[src/common/sios_pkg.sv]
// package of constants and types for the special output sequencer
// ---------------------------------------------------------------
// Summary of operation
// (RQ1) block forms read memory at the source pointer and write it to the io address held in the destination.
// (RQ2) every special io address is driven as a 16-bit value.
// (RQ3) the repeating incrementing form advances the source pointer by one for bytes or two for words.
// (RQ4) the repeating form decrements the counter per element and repeats until it reaches zero.
// (RQ5) software loads a counter giving 1 to 65536 bytes and no more than 32768 words.
// (RQ6) the repeating form takes 11 cycles plus 10 per element, word and byte alike.
// (RQ7) the repeating form takes interrupts between elements and saves the start pc first.
// (RQ8) each accepted interrupt adds seven cycles to the instruction.
// (RQ9) every form runs only in the privileged state.
// (RQ10) the status outputs signal a special io reference during each io transfer.
// (RQ11) the direct form writes the data register to the given io address in 12 cycles.
// (RQ12) the direct form leaves all flags unchanged.
// (RQ13) the decrementing form moves one element, steps the pointer back by one or two, counts once, in 21 cycles.
// (RQ14) the decrementing form sets overflow when the counter reaches zero, else clears it.
// (RQ15) the repeating form sets overflow on completion and keeps the other flags.
// (RQ16) a form started outside the privileged state traps and moves nothing.
// ---------------------------------------------------------------
package sios_pkg;

  // ---------------------------------------------------------------
  // register map (byte addresses)
  // ---------------------------------------------------------------
  localparam logic [7:0] OFS_CTRL = 8'h00;
  localparam logic [7:0] OFS_SRC = 8'h04;
  localparam logic [7:0] OFS_DST = 8'h08;
  localparam logic [7:0] OFS_CNT = 8'h0C;
  localparam logic [7:0] OFS_DATA = 8'h10;
  localparam logic [7:0] OFS_FLAGS = 8'h14;
  localparam logic [7:0] OFS_PC = 8'h18;
  localparam logic [7:0] OFS_STAT = 8'h1C;
  localparam logic [7:0] OFS_CYC = 8'h20;

  // ---------------------------------------------------------------
  // control fields
  // ---------------------------------------------------------------
  localparam int CTRL_GO = 0;
  localparam int CTRL_FORM_LO = 1;
  localparam int CTRL_BYTE = 3;
  localparam int CTRL_PRIV = 4;

  // flag positions
  localparam int FLG_C = 0;
  localparam int FLG_Z = 1;
  localparam int FLG_S = 2;
  localparam int FLG_V = 3;
  localparam int FLG_D = 4;
  localparam int FLG_H = 5;
  localparam int FLG_W = 6;

  // status positions
  localparam int ST_BUSY = 0;
  localparam int ST_DONE = 1;
  localparam int ST_TRAP = 2;
  localparam int ST_SUSP = 3;

  // ---------------------------------------------------------------
  // timing counts in processor cycles
  // ---------------------------------------------------------------
  localparam logic [3:0] SETUP_BLOCK = 4'hB;
  localparam logic [3:0] SETUP_DIRECT = 4'h2;
  localparam logic [3:0] ELEM_LEN = 4'hA;
  localparam logic [3:0] IRQ_LEN = 4'h7;
  localparam logic [3:0] E_READ = 4'h0;
  localparam logic [3:0] E_CAPT = 4'h1;
  localparam logic [3:0] E_PUSH = 4'h2;

  // bus status codes
  localparam logic [3:0] STATUS_IDLE = 4'h0;
  localparam logic [3:0] STATUS_SPECIAL_IO = 4'h3;

  // reset values
  localparam logic [15:0] RST_WORD = 16'h0000;
  localparam logic [31:0] RST_PC = 32'h0000_0000;

  typedef enum logic [1:0] {
    FORM_DIRECT = 2'b00,
    FORM_INC_REPEAT = 2'b01,
    FORM_DEC = 2'b10
  } sios_form_t;

  typedef enum logic [2:0] {
    S_IDLE = 3'b000,
    S_SETUP = 3'b001,
    S_ELEM = 3'b010,
    S_IRQ = 3'b011
  } sios_state_t;

endpackage : sios_pkg

[src/hw/sios_fifo.sv]
// synchronous fifo with valid and ready on both sides
module sios_fifo #(
  parameter int WIDTH = 33,
  parameter int DEPTH = 32
) (
  input wire logic ref_clk,
  input wire logic rst,
  input wire logic in_valid,
  output logic in_ready,
  input wire logic [WIDTH-1:0] in_data,
  output logic out_valid,
  input wire logic out_ready,
  output logic [WIDTH-1:0] out_data
);

  localparam int AW = $clog2(DEPTH);

  logic [WIDTH-1:0] mem_q [DEPTH];
  logic [AW-1:0] wr_q;
  logic [AW-1:0] rd_q;
  logic [AW:0] cnt_q;
  logic push;
  logic pop;

  assign in_ready = (cnt_q != (AW+1)'(DEPTH));
  assign out_valid = (cnt_q != '0);
  assign out_data = mem_q[rd_q];
  assign push = in_valid && in_ready;
  assign pop = out_valid && out_ready;

  always_ff @(posedge ref_clk) begin
    if (push) begin
      mem_q[wr_q] <= in_data;
    end
  end

  always_ff @(posedge ref_clk) begin
    if (rst) begin
      wr_q <= '0;
      rd_q <= '0;
      cnt_q <= '0;
    end else begin
      if (push) begin
        wr_q <= (wr_q == AW'(DEPTH-1)) ? '0 : wr_q + 1'b1;
      end
      if (pop) begin
        rd_q <= (rd_q == AW'(DEPTH-1)) ? '0 : rd_q + 1'b1;
      end
      cnt_q <= cnt_q + (AW+1)'(push) - (AW+1)'(pop);
    end
  end
endmodule : sios_fifo

[src/hw/sios_top.sv]
// special output sequencer: apb registers, timing engine and io port
//
// Local design decisions: the APB slave port and the placing of the registers.
module sios_top #(
  parameter int FIFO_DEPTH = 32
) (
  input wire logic ref_clk,
  input wire logic rst,
  input wire logic psel,
  input wire logic penable,
  input wire logic pwrite,
  input wire logic [7:0] paddr,
  input wire logic [31:0] pwdata,
  output logic [31:0] prdata,
  output logic pready,
  output logic pslverr,
  output logic mem_rd,
  output logic [15:0] mem_addr,
  input wire logic [15:0] mem_rdata,
  input wire logic irq_req,
  output logic irq_ack,
  output logic [31:0] saved_pc,
  output logic priv_trap,
  output logic io_valid,
  input wire logic io_ready,
  output logic [15:0] io_addr,
  output logic [15:0] io_data,
  output logic io_byte,
  output logic [3:0] io_status
);

  // ---------------------------------------------------------------
  // registers and state
  // ---------------------------------------------------------------
  sios_pkg::sios_state_t state_q;
  sios_pkg::sios_form_t form_q;
  logic byte_q;
  logic priv_q;
  logic [15:0] src_q;
  logic [15:0] dst_q;
  logic [15:0] cnt_q;
  logic [15:0] data_q;
  logic [6:0] flags_q;
  logic [31:0] pc_q;
  logic [15:0] cyc_q;
  logic [3:0] ph_q;
  logic [15:0] elem_q;
  logic done_q;
  logic trap_q;
  logic susp_q;
  logic [15:0] cnt_dec;
  logic wr_en;
  logic rd_en;
  logic mapped;
  logic go;
  logic busy;
  logic push;
  logic fifo_ready;
  logic elem_end;
  logic [32:0] fifo_out;

  function automatic logic [15:0] step_ptr(input logic [15:0] p,
                                           input logic b,
                                           input logic up);
    logic [15:0] d;
    d = b ? 16'h0001 : 16'h0002;
    step_ptr = up ? p + d : p - d;
  endfunction : step_ptr

  // ---------------------------------------------------------------
  // apb slave
  // ---------------------------------------------------------------
  assign busy = (state_q != sios_pkg::S_IDLE);
  assign wr_en = psel && penable && pwrite;
  assign rd_en = psel && !pwrite;
  assign pready = 1'b1;
  assign pslverr = psel && penable && !mapped;
  assign go = wr_en && (paddr == sios_pkg::OFS_CTRL)
           && pwdata[sios_pkg::CTRL_GO] && !busy;

  always_comb begin
    mapped = 1'b1;
    unique case (paddr)
      sios_pkg::OFS_CTRL, sios_pkg::OFS_SRC, sios_pkg::OFS_DST,
      sios_pkg::OFS_CNT, sios_pkg::OFS_DATA, sios_pkg::OFS_FLAGS,
      sios_pkg::OFS_PC, sios_pkg::OFS_STAT, sios_pkg::OFS_CYC: begin
        mapped = 1'b1;
      end
      default: begin
        mapped = 1'b0;
      end
    endcase
  end

  always_ff @(posedge ref_clk) begin
    if (rst) begin
      prdata <= 32'h0000_0000;
    end else if (rd_en && !penable) begin
      unique case (paddr)
        sios_pkg::OFS_CTRL: prdata <= {27'h0, priv_q, byte_q, form_q, 1'b0};
        sios_pkg::OFS_SRC: prdata <= {16'h0, src_q};
        sios_pkg::OFS_DST: prdata <= {16'h0, dst_q};
        sios_pkg::OFS_CNT: prdata <= {16'h0, cnt_q};
        sios_pkg::OFS_DATA: prdata <= {16'h0, data_q};
        sios_pkg::OFS_FLAGS: prdata <= {25'h0, flags_q};
        sios_pkg::OFS_PC: prdata <= pc_q;
        sios_pkg::OFS_STAT: prdata <= {28'h0, susp_q, trap_q, done_q, busy};
        sios_pkg::OFS_CYC: prdata <= {16'h0, cyc_q};
        default: prdata <= 32'h0000_0000;
      endcase
    end
  end

  // configuration written only while idle
  always_ff @(posedge ref_clk) begin
    if (rst) begin
      form_q <= sios_pkg::FORM_DIRECT;
      byte_q <= 1'b0;
      priv_q <= 1'b0;
      dst_q <= sios_pkg::RST_WORD;
      data_q <= sios_pkg::RST_WORD;
      pc_q <= sios_pkg::RST_PC;
    end else if (wr_en && !busy) begin
      unique case (paddr)
        sios_pkg::OFS_CTRL: begin
          form_q <= sios_pkg::sios_form_t'(pwdata[2:1]);
          byte_q <= pwdata[sios_pkg::CTRL_BYTE];
          priv_q <= pwdata[sios_pkg::CTRL_PRIV];
        end
        sios_pkg::OFS_DST: dst_q <= pwdata[15:0];
        sios_pkg::OFS_DATA: data_q <= pwdata[15:0];
        sios_pkg::OFS_PC: pc_q <= pwdata;
        default: ;
      endcase
    end
  end

  // ---------------------------------------------------------------
  // sequencer
  // ---------------------------------------------------------------
  assign cnt_dec = cnt_q - 16'h0001;
  assign elem_end = (state_q == sios_pkg::S_ELEM)
                 && (ph_q == sios_pkg::ELEM_LEN - 4'h1);
  assign push = (state_q == sios_pkg::S_ELEM)
             && (ph_q == sios_pkg::E_PUSH);

  always_ff @(posedge ref_clk) begin
    if (rst) begin
      state_q <= sios_pkg::S_IDLE;
      ph_q <= 4'h0;
    end else begin
      unique case (state_q)
        sios_pkg::S_IDLE: begin
          if (go && pwdata[sios_pkg::CTRL_PRIV]) begin // [RQ9]
            state_q <= sios_pkg::S_SETUP;
            ph_q <= 4'h0;
          end
        end
        sios_pkg::S_SETUP: begin
          if (ph_q == ((form_q == sios_pkg::FORM_DIRECT) ?
              sios_pkg::SETUP_DIRECT : sios_pkg::SETUP_BLOCK) - 4'h1) begin
            state_q <= sios_pkg::S_ELEM; // [RQ6] [RQ11] [RQ13]
            ph_q <= 4'h0;
          end else begin
            ph_q <= ph_q + 4'h1;
          end
        end
        sios_pkg::S_ELEM: begin
          if (push && !fifo_ready) begin
            ph_q <= ph_q;
          end else if (elem_end) begin
            ph_q <= 4'h0;
            if (form_q != sios_pkg::FORM_INC_REPEAT || cnt_dec == 16'h0) begin
              state_q <= sios_pkg::S_IDLE; // [RQ4]
            end else if (irq_req) begin
              state_q <= sios_pkg::S_IRQ; // [RQ7]
            end
          end else begin
            ph_q <= ph_q + 4'h1;
          end
        end
        sios_pkg::S_IRQ: begin
          if (ph_q == sios_pkg::IRQ_LEN - 4'h1) begin
            state_q <= sios_pkg::S_IDLE; // [RQ8]
            ph_q <= 4'h0;
          end else begin
            ph_q <= ph_q + 4'h1;
          end
        end
        default: begin
          state_q <= sios_pkg::S_IDLE;
          ph_q <= 4'h0;
        end
      endcase
    end
  end

  // pointer and counter, software may load them while idle
  always_ff @(posedge ref_clk) begin
    if (rst) begin
      src_q <= sios_pkg::RST_WORD;
      cnt_q <= sios_pkg::RST_WORD;
    end else if (elem_end && form_q != sios_pkg::FORM_DIRECT) begin
      src_q <= step_ptr(src_q, byte_q,
                        form_q == sios_pkg::FORM_INC_REPEAT); // [RQ3] [RQ13]
      cnt_q <= cnt_dec; // [RQ4] [RQ13]
    end else if (wr_en && !busy && paddr == sios_pkg::OFS_SRC) begin
      src_q <= pwdata[15:0];
    end else if (wr_en && !busy && paddr == sios_pkg::OFS_CNT) begin
      cnt_q <= pwdata[15:0];
    end
  end

  // flags: only overflow is written by the block forms
  always_ff @(posedge ref_clk) begin
    if (rst) begin
      flags_q <= 7'h00;
    end else if (elem_end && form_q == sios_pkg::FORM_DEC) begin
      flags_q[sios_pkg::FLG_V] <= (cnt_dec == 16'h0); // [RQ14]
    end else if (elem_end && form_q == sios_pkg::FORM_INC_REPEAT
                 && cnt_dec == 16'h0) begin
      flags_q[sios_pkg::FLG_V] <= 1'b1; // [RQ15]
    end else if (wr_en && !busy && paddr == sios_pkg::OFS_FLAGS) begin
      flags_q <= pwdata[6:0];
    end
  end

  // cycle count of the current instruction, irq cycles included
  always_ff @(posedge ref_clk) begin
    if (rst) begin
      cyc_q <= sios_pkg::RST_WORD;
      elem_q <= sios_pkg::RST_WORD;
    end else if (go) begin
      cyc_q <= sios_pkg::RST_WORD;
      elem_q <= sios_pkg::RST_WORD;
    end else if (busy) begin
      cyc_q <= cyc_q + 16'h0001;
      elem_q <= elem_end ? elem_q + 16'h0001 : elem_q;
    end
  end

  // status bits and pulses
  always_ff @(posedge ref_clk) begin
    if (rst) begin
      done_q <= 1'b0;
      trap_q <= 1'b0;
      susp_q <= 1'b0;
      priv_trap <= 1'b0;
      irq_ack <= 1'b0;
      saved_pc <= sios_pkg::RST_PC;
    end else begin
      priv_trap <= go && !pwdata[sios_pkg::CTRL_PRIV]; // [RQ16]
      irq_ack <= (state_q == sios_pkg::S_IRQ)
              && (ph_q == sios_pkg::IRQ_LEN - 4'h1);
      if (go) begin
        done_q <= 1'b0;
        trap_q <= !pwdata[sios_pkg::CTRL_PRIV]; // [RQ16]
        susp_q <= 1'b0;
      end else if (state_q == sios_pkg::S_IRQ
                   && ph_q == sios_pkg::IRQ_LEN - 4'h1) begin
        susp_q <= 1'b1;
      end else if (elem_end && state_q == sios_pkg::S_ELEM
                   && (form_q != sios_pkg::FORM_INC_REPEAT
                       || cnt_dec == 16'h0)) begin
        done_q <= 1'b1;
      end
      if (elem_end && form_q == sios_pkg::FORM_INC_REPEAT
          && cnt_dec != 16'h0 && irq_req) begin
        saved_pc <= pc_q; // [RQ7]
      end
    end
  end

  // ---------------------------------------------------------------
  // memory read and io write path
  // ---------------------------------------------------------------
  logic [15:0] elem_data_q;

  always_ff @(posedge ref_clk) begin
    if (rst) begin
      mem_rd <= 1'b0;
      mem_addr <= sios_pkg::RST_WORD;
    end else begin
      // first element reads at the end of setup, later ones at element end
      mem_rd <= ((state_q == sios_pkg::S_SETUP)
                 && form_q != sios_pkg::FORM_DIRECT
                 && (ph_q == sios_pkg::SETUP_BLOCK - 4'h1))
             || (elem_end && form_q == sios_pkg::FORM_INC_REPEAT
                 && cnt_dec != 16'h0 && !irq_req);
      // the pointer steps at element end, so read at its next value
      mem_addr <= elem_end ? step_ptr(src_q, byte_q, 1'b1)
                           : src_q; // [RQ1]
    end
  end

  // memory data arrives the cycle after mem_rd
  always_ff @(posedge ref_clk) begin
    if (rst) begin
      elem_data_q <= sios_pkg::RST_WORD;
    end else if (state_q == sios_pkg::S_ELEM
                 && ph_q == sios_pkg::E_CAPT) begin
      if (form_q == sios_pkg::FORM_DIRECT) begin
        elem_data_q <= data_q; // [RQ11]
      end else if (byte_q) begin
        elem_data_q <= {8'h00, src_q[0] ? mem_rdata[7:0] : mem_rdata[15:8]};
      end else begin
        elem_data_q <= mem_rdata; // [RQ1]
      end
    end
  end

  sios_fifo #(
    .WIDTH(33),
    .DEPTH(FIFO_DEPTH)
  ) u_fifo (
    .ref_clk(ref_clk),
    .rst(rst),
    .in_valid(push),
    .in_ready(fifo_ready),
    .in_data({byte_q, dst_q, elem_data_q}),
    .out_valid(io_valid),
    .out_ready(io_ready),
    .out_data(fifo_out)
  );

  assign io_byte = fifo_out[32];
  assign io_addr = fifo_out[31:16]; // [RQ2]
  assign io_data = fifo_out[15:0];
  assign io_status = io_valid ? sios_pkg::STATUS_SPECIAL_IO
                              : sios_pkg::STATUS_IDLE; // [RQ10]
endmodule : sios_top

[config.mk]
export PLATFORM = sky130hd
export DESIGN_NAME = sios_top
export DESIGN_NICKNAME = d
export VERILOG_FILES = /design/src/common/sios_pkg.sv /design/src/hw/sios_fifo.sv /design/src/hw/sios_top.sv
export SDC_FILE = /design/constraint.sdc
export NUM_CORES = 1
export LEC_CHECK = 0
export BUFFER_PORTS_ARGS = -buffer_cell sky130_fd_sc_hd__buf_2
export CORE_MARGIN = 2
export CORE_UTILIZATION = 40
export CTS_CLUSTER_SIZE = 20
export DETAILED_ROUTE_END_ITERATION = 8
export SLEW_MARGIN = 20
export SYNTH_ARGS = -nofsm -noshare
export SYNTH_HDL_FRONTEND = slang
export SYNTH_SLANG_ARGS = --single-unit
[constraint.sdc]
create_clock -name ref_clk -period 4.7 [get_ports ref_clk]
set_clock_uncertainty 0.05 [all_clocks]
set_input_delay 1.175 -clock ref_clk [delete_from_list [all_inputs] [get_ports ref_clk]]
set_output_delay 1.175 -clock ref_clk [all_outputs]
set_load 0.01 [all_outputs]
# Yosys cells after proc, flatten, opt, wreduce, memory -nomap -nowiden

Memories as Yosys holds them, arrays and structs flattened. A register that Yosys moved wholly into a read port is not among the register bits.
Cells that the tools add are included.

$add $sub $neg: 10
Equality and inequality tests: 30
Muxes and demuxes: 38
Bitwise operators: 3
Reductions and logical operators: 63

Operator list:

| operator                                                             | count |
|---|---|
| 32-bit one-hot mux with 9 select lines                               | 1 |
| 16-bit two-way mux                                                   | 9 |
| 8-bit by 5-bit == test with 1-bit output, second input constant      | 4 |
| 1-bit logical AND                                                    | 32 |
| 4-bit two-way mux                                                    | 7 |
| 3-bit two-way mux                                                    | 7 |
| 5-bit two-way mux                                                    | 4 |
| 16-bit by 1-bit adder with 16-bit output, second input constant      | 1 |
| 16-bit by 2-bit adder with 16-bit output                             | 1 |
| 8-bit by 4-bit == test with 1-bit output, second input constant      | 2 |
| 16-bit logical NOT                                                   | 1 |
| 4-bit one-hot mux with 4 select lines                                | 1 |
| 16-bit nonzero test                                                  | 1 |
| 16-bit by 1-bit subtractor with 16-bit output, second input constant | 1 |
| 16-bit by 2-bit subtractor with 16-bit output                        | 1 |
| 2-bit AND reduction                                                  | 7 |
| 3-bit one-hot mux with 4 select lines                                | 1 |
| 5-bit by 1-bit adder with 5-bit output, second input constant        | 2 |
| 5-bit == test, second input constant                                 | 2 |
| 2-bit inequality test, second input constant                         | 5 |
| 9-bit OR reduction                                                   | 1 |
| 4-bit == test, second input constant                                 | 2 |
| 8-bit by 3-bit == test with 1-bit output, second input constant      | 1 |
| 8-bit by 6-bit == test with 1-bit output, second input constant      | 1 |
| other kinds (30)                                                     | 49 |

Register bits: 248
Memory bits (writable): 1056
Bits of input ports: 63
Word-level logic and storage cells: 171
Memories kept: 1

Memory list:

| name         | words | bits a word | rd ports | clocked after Yosys merged registers in | wr ports | line            | text |
|---|---|---|---|---|---|---|---|
| u_fifo.mem_q | 32    | 33          | 1        | 1                                       | 1        | sios_fifo.sv:18 | `logic [WIDTH-1:0] mem_q [DEPTH];` |

# Logic depth before layout (Yosys ltp)

Gate-level depths: netlist of run 1.

Word-level depth: 8
Gate-level depth with buffers: 17
Gate-level depth less buffers: 17

# Cells and area by module

Synthesis of run 1 repeated with hierarchy kept, for this count alone.

Cell total of the unflattened synthesis: 3477
Area, all modules: 52504.1 um^2

By module, submodules not included:

| module    | times used | cells each | area an instance (um^2) | seq. area each (um^2) |
|---|---|---|---|---|
| sios_fifo | 1          | 2103       | 41563.6                 | 32130.8 |
| sios_top  | 1          | 1374       | 10940.5                 | 4624.4 |

# Least setup slack after synthesis of run 1

No wires, ideal clock.

Path type: register to output
Start: reg (tool-made name)
End: out io_byte
Arrival time: 2.495 ns
Data required time: 3.475 ns
Slack: 0.980 ns
Stages on the path, launching flop included: 7
Cell sequence: dfxtp_1 clkbuf_1 clkbuf_1 buf_1 mux4_2 mux4_2 mux2_2

RTL lines:

| what             | line           | text |
|---|---|---|
| end: declaration | sios_top.sv:28 | `output logic io_byte,` |

==> flow_metrics.tcl, run 1 <==
set metrics [dict create \
    status "completed" \
    synth_top_cell_area_share_pct 61.2 \
    synth_warnings 0 \
    io_buffer_count 182 \
    yosysTopAreaCell "edfxtp_1" \
    finalMaxSlewViolations 0 \
    synth_async_sr_flop_share_pct 0 \
    r2r_setup_slack_ns 1.19 \
    hold_slack_ns 0.401 \
    synth_edf_count 1056 \
    cp.arrival_ns 3.30 \
    criticalPathCategory "register to output pin" \
    dp.cells 4828 \
    rows 132 \
    combPwrFrac_pct 10.3 \
    hold_class "register to register" \
    yosys-top-cells-area "edfxtp_1, mux4_2, dfxtp_1" \
    max_freq_mhz 221 \
    finalCriticalPeriod_ns 4.52 \
    post-dp-hpwl_mm 81.0 \
    register_area_um2 36800 \
    synth.distinct_cells 74 \
    antenna_found_initial 5 \
    track_usage_pct 20.7 \
    cts_resized 0 \
    cts.clk_slew.worst_paths_ns 0.06 \
    clock_path_buffers 3 \
    p_clk_share_pct 41.8 \
    grt_overflow 0 \
    ir_worst_vdd_mv 0.377 \
    grt_pass1_vias 28528 \
    rsz0062_at_grt "false" \
    clock-sinks 1308 \
    h-tree-depth 4 \
    postSynthAreaPerCell_um2 17.3 \
    synth_cells 2995 \
    synth_top_flop_cell "edfxtp_1" \
    placed_area_um2 55500 \
    synth-seq-cells 1308 \
    nets 3324 \
    die_width_um 364 \
    cp_data_required_time_ns 3.47 \
    hold_viol_final 0 \
    syn_to_final_growth_pct 16.1 \
    multiInputGateArea_um2 14400 \
    wirelength_mm 137 \
    synth_seq_area_share_pct 70.9 \
    cts_tree "built" \
    coreArea_um2 129000 \
    cts_buffers 138 \
    fin_area_um2 60100 \
    n_fill_cell 10957 \
    cts-root-buf "clkbuf_16" \
    first_pass_iters 6 \
    finalSetupViolCount 0 \
    worstSkewPairLatency_ns 0.77 \
    wl_per_cell_um 26.9 \
    switching_share_pct 22.8 \
    crit_path_end_kind "output pin" \
    drive_gt1_share_pct 27.9 \
    grt_pass1_wl_mm 197 \
    design.die.area_um2 132000 \
    vias 28592 \
    dr.first_iter.drc_count 2818 \
    synth_area_um2 51800 \
    die_h_um 364 \
    intPower_w 0.0200 \
    sequentialPowerShare_pct 47.8 \
    drc 0 \
    tns_ns 0 \
    power.density_nw_per_um2 432 \
    ant_nets 0 \
    io_pins 186 \
    max_cap_violations 0 \
    instances_no_fill 5087 \
    start_kind "register" \
    viasPerCell 5.62 \
    leakage_nw 19.5 \
    initial_core_util_pct 40.2 \
    gp_congestion 0.888 \
    period_share_pct 96.2 \
    cp_max_fo 27 \
    switchingPower_w 0.00593 \
    worstMarginPinSlew_ns 1.08 \
    grt_max_degree 102 \
    slew_headroom_pct 27.9 \
]
-- what timing repair did --
| action | 4_1_cts | 5_1_grt |
|---|---|---|
| setup buffers | 6 | 0 |
| setup endpoints to repair | 16 | 0 |
| hold endpoints to repair | 0 | 0 |
| hold buffers | 0 | 0 |
-- routing by layer --
layer	routed length (µm)	GRT usage (%)
met3	10200	4.36
met1	56600	27.9
met4	4360	7.50
met2	65700	33.3
met5	47	0
-- stage by stage --
step           worst slack, ns  total power (W)  util [%]
2_1_floorplan            0.980           0.0146         -
3_3_place_gp             0.781           0.0154      43.0
3_5_place_dp             0.764           0.0154      43.0
4_1_cts                 0.0918           0.0263      46.6
5_1_grt                 0.0466           0.0268      46.6
6_report                 0.177           0.0260      46.6
-- cell type report --
class,instances,share of cell area [%]
Clock inverter,77,1.47
Clock buffer,175,6.11
Antenna cell,1,0.00416
Tap cell,1742,3.62
Inverter,29,0.181
Timing Repair Buffer,285,3.46
Sequential cell,1308,61.2
Multi-Input combinational cell,1470,24.0
-- cell usage in the layout (no fill, tap or decap), types with 32 or more instances in the layout --
master	count
edfxtp_1	1056
mux4_2	330
dfxtp_1	226
nand2_1	221
nor2_1	207
buf_2	181
clkbuf_16	139
a21oi_1	136
buf_4	72
mux2i_1	57
a22oi_1	55
nor3_1	41
mux2_2	37
o21ai_0	37
nor2_4	32
-- worst max-delay path, cell delays in order (launching register included) --
cell,delay [ns]
dfxtp_4,0.67
buf_4,0.43
mux4_2,0.38
mux4_2,0.54
mux2_2,0.35
buf_2,0.16
-- sequential cells by signal (all words and copies together), names as in the netlist, 32 cells and up, named ones only --
signal	flops
pc_q	32
prdata	32
saved_pc	32
u_fifo.mem_q	1056
-- power groups by stage --
stage / sequential (W) / clock [W] / combinational [W]
2_1_floorplan: 0.0126 / 0 / 0.00198
3_3_place_gp: 0.0127 / 0 / 0.00267
3_5_place_dp: 0.0127 / 0 / 0.00268
4_1_cts: 0.0124 / 0.0111 / 0.00274
5_1_grt: 0.0124 / 0.0115 / 0.00288
6_report: 0.0124 / 0.0109 / 0.00268
-- cells in the mapped netlist, types with 6 or more instances --
cell type,count
a211oi_1,23
a21oi_1,136
a22oi_1,55
a31oi_1,9
a32oi_1,8
and3_1,23
buf_1,31
buf_2,18
buf_4,9
clkbuf_1,128
dfxtp_1,252
edfxtp_1,1056
ha_1,26
inv_1,28
mux2_2,37
mux2i_1,57
mux4_2,330
nand2_1,221
nand2b_1,7
nand3_1,29
nand3b_1,10
nand4_1,12
nor2_1,239
nor2b_1,6
nor3_1,43
o21ai_0,37
o221ai_1,10
o22ai_1,6
or3_1,12
or4_1,8
xnor2_1,12
xor2_1,24
-- logic make-up after synthesis --
kind of cell | synth area share [%]
compound gates | 4.02
xor+xnor | 0.609
fa+ha+maj | 0.744
buf+inv | 1.73
flops | 70.9
mux | 16.3
other cells | 0.0145
simple gates | 5.69
-- worst paths after layout --
kind | from | to | cells after the start
setup / recovery | register | io_addr[7] | 5
hold / removal | prdata[5] | prdata[5] | 2
setup reg to reg | ph_q[1] | u_fifo.mem_q[29][12] | 7
hold reg to reg | prdata[5] | prdata[5] | 2
Note: power is estimated with default switching activity, not from simulation.
==> run 2, diff against run 1 <==
--- a/config.mk
+++ b/config.mk
@@ -5,6 +5,7 @@
 export SDC_FILE = /design/constraint.sdc
 export NUM_CORES = 1
 export LEC_CHECK = 0
+export ABC_AREA = 1
 export BUFFER_PORTS_ARGS = -buffer_cell sky130_fd_sc_hd__buf_2
 export CORE_MARGIN = 2
 export CORE_UTILIZATION = 40
==> constraint.sdc (replaced) <==
create_clock -name ref_clk -period 4.7 [get_ports ref_clk]
set_clock_uncertainty 0.05 [all_clocks]
set_input_delay 1.175 -clock ref_clk [delete_from_list [all_inputs] [get_ports ref_clk]]
set_output_delay 1.175 -clock ref_clk [all_outputs]
set_load 0.1 [all_outputs]
==> flow_metrics.tcl, run 2 <==
set metrics [dict create \
    status "completed" \
    largest_reg_flops 1056 \
    instances_no_fill 6615 \
    tns_ns 0 \
    finalMaxSlewViolations 0 \
    design.die.area_um2 136000 \
    synthTopCellsByCount "edfxtp_1, nor2_1, o21ai_0" \
    viasPerCell 5.82 \
    die_h_um 369 \
    worstSkewPairLatency_ns 0.75 \
    cts_tree "built" \
    clock-sinks 1308 \
    postSynthAreaPerCell_um2 11.5 \
    ir_worst_vdd_mv 0.355 \
    synth_cells 4608 \
    clock_path_buffers 3 \
    post-dp-hpwl_mm 91.9 \
    hold_slack_ns 0.404 \
    cp_max_fo 77 \
    io_buffer_count 182 \
    synth_warnings 0 \
    nets 4843 \
    cts.clk_slew.worst_paths_ns 0.06 \
    synth_area_um2 53100 \
    initial_core_util_pct 40.4 \
    yosysMostFrequentCell "edfxtp_1" \
    path_cells "buf_12 > o21ai_0 > o22ai_1 > nor2_1 > nor2_1 > o21ai_0 > a32oi_1 > buf_12" \
    vias 38493 \
    ant_nets 0 \
    dp.cells 6364 \
    wl_per_cell_um 24.7 \
    slowest_stage "a32oi_1" \
    antenna_found_initial 3 \
    grt_max_degree 107 \
    h-tree-depth 4 \
    drc 0 \
    hold_viol_final 0 \
    worst-path-buf-inv 2 \
    synth_top_cell_area_share_pct 59.7 \
    io_pins 186 \
    first_pass_iters 6 \
    synth.distinct_cells 52 \
    track_usage_pct 23.5 \
    final_core_util_pct 46.9 \
    synth_edf_count 1056 \
    yosys-top-cells-area "edfxtp_1, dfxtp_1, o21ai_0" \
    max_freq_mhz 219 \
    die_width_um 369 \
    largest_register "u_fifo.mem_q" \
    cp.arrival_ns 3.33 \
    start_kind "register" \
    grt_overflow 0 \
    criticalPathCategory "register to output pin" \
    wirelength_mm 164 \
    final_cell_mix "edfxtp_1, nor2_1, o21ai_0, nand2_1, dfxtp_1" \
    slew_headroom_pct 23.9 \
    hold_class "register to register" \
    finalSetupViolCount 0 \
    total_power_w 0.0291 \
    worstMarginPinSlew_ns 1.13 \
    max_cap_violations 0 \
    grt_pass1_vias 36198 \
    cpLargestDelayFamily "compound AO/OA/AOI/OAI gates" \
    power.density_nw_per_um2 471 \
    rows 133 \
    layout_commonest_cell "edfxtp_1" \
    leakage_nw 19.5 \
    synth_top_flop_cell "edfxtp_1" \
    coreArea_um2 132000 \
    gp_congestion 0.904 \
    rsz0062_at_grt "false" \
    cts-root-buf "clkbuf_16" \
    finalCriticalPeriod_ns 4.56 \
    grt_pass1_wl_mm 239 \
    period_share_pct 97.0 \
    n_fill_cell 11756 \
    yosysTopAreaCell "edfxtp_1" \
    synth-seq-cells 1308 \
    dr.first_iter.drc_count 4614 \
    drive_gt1_share_pct 13.7 \
    cp_slowest_stage_delay_ns 0.67 \
    synth_seq_area_share_pct 69.2 \
    synth_async_sr_flop_share_pct 0 \
    syn_to_final_growth_pct 16.2 \
    cts_buffers 138 \
    cp_data_required_time_ns 3.47 \
    crit_path_end_kind "output pin" \
]
run 2: changes by cell type after synthesis, sizes merged, moves of 57 or more:
cell / delta
clkbuf: +122
inv: +146
nand3: +158
mux2i: -57
nand2: +114
o21ai: +684
nor2: +577
mux4: -330
o22ai: +73
o221ai: +190
run 2: final timing paths:
| check | startpoint | to | slack, ns | cells after the start |
|---|---|---|---|---|
| setup / recovery | register | io_addr[1] | 0.14 | 8 |
| hold reg to reg | flags_q[2] | flags_q[2] | 0.40 | 2 |
| hold / removal | flags_q[2] | flags_q[2] | 0.40 | 2 |
| setup reg to reg | ph_q[0] | u_fifo.mem_q[31][23] | 1.21 | 13 |
run 2: repair_timing:
action / CTS / global route
hold buffers: 0 / 0
pin swaps: 0 / 0
cloned: 0 / 0
setup buffers: 0 / 2
gates resized for setup: 2 / 8
setup endpoints to repair: 8 / 27
run 2: power breakdown:
part	leakage (nW)	internal, W	switching, W
clock network	2.21	0.00627	0.00461
logic	6.76	0.00167	0.00394
registers	10.5	0.0124	0.000125
total	19.5	0.0204	0.00868
run 2: area by class of cell:
cell class	count	area, µm²	share of cell area (%)
flip-flops and latches	1308	36800	59.6
multi-input cells	2802	14700	23.8
clock buffers	177	3730	6.05
repair buffers	324	2880	4.67
well taps	1755	2200	3.56
clock inverters	71	754	1.22
inverters	177	694	1.12
diodes	1	2.50	0.00405
run 2: logic make-up (layout without fill, tap and decap cells):
logic type | after synthesis | in the layout | share of synthesized area (%)
AND/OR/NAND/NOR | 1430 | 1430 | 11.2
AO/OA/AOI/OAI | 1316 | 1316 | 14.7
flip-flops | 1308 | 1308 | 69.2
buffers and inverters | 499 | 749 | 3.75
adder cells (fa/ha/maj) | 29 | 29 | 0.725
XOR/XNOR | 24 | 24 | 0.396
other | 2 | 4 | 0.0141
run 2: tightest hold or removal path: stages (launching register included):
cell and delay (ns):
dfxtp_1 0.30, inv_1 0.06, a21oi_1 0.05
run 2: per-layer routing:
layer | track usage (%) | part of all wire [%]
met3 | 3.70 | 8.3
met5 | 0 | 0
met4 | 7.83 | 2.9
met2 | 37.3 | 47
met1 | 32.8 | 42
run 2: metrics by stage:
stage                     setup WS [ns]  cell area (µm²)
after floorplan                   0.368            53200
after global placement            0.724            57100
after detailed placement          0.749            57100
after CTS                       -0.0263            61600
after global routing             0.0214            61700
final                             0.143            61700
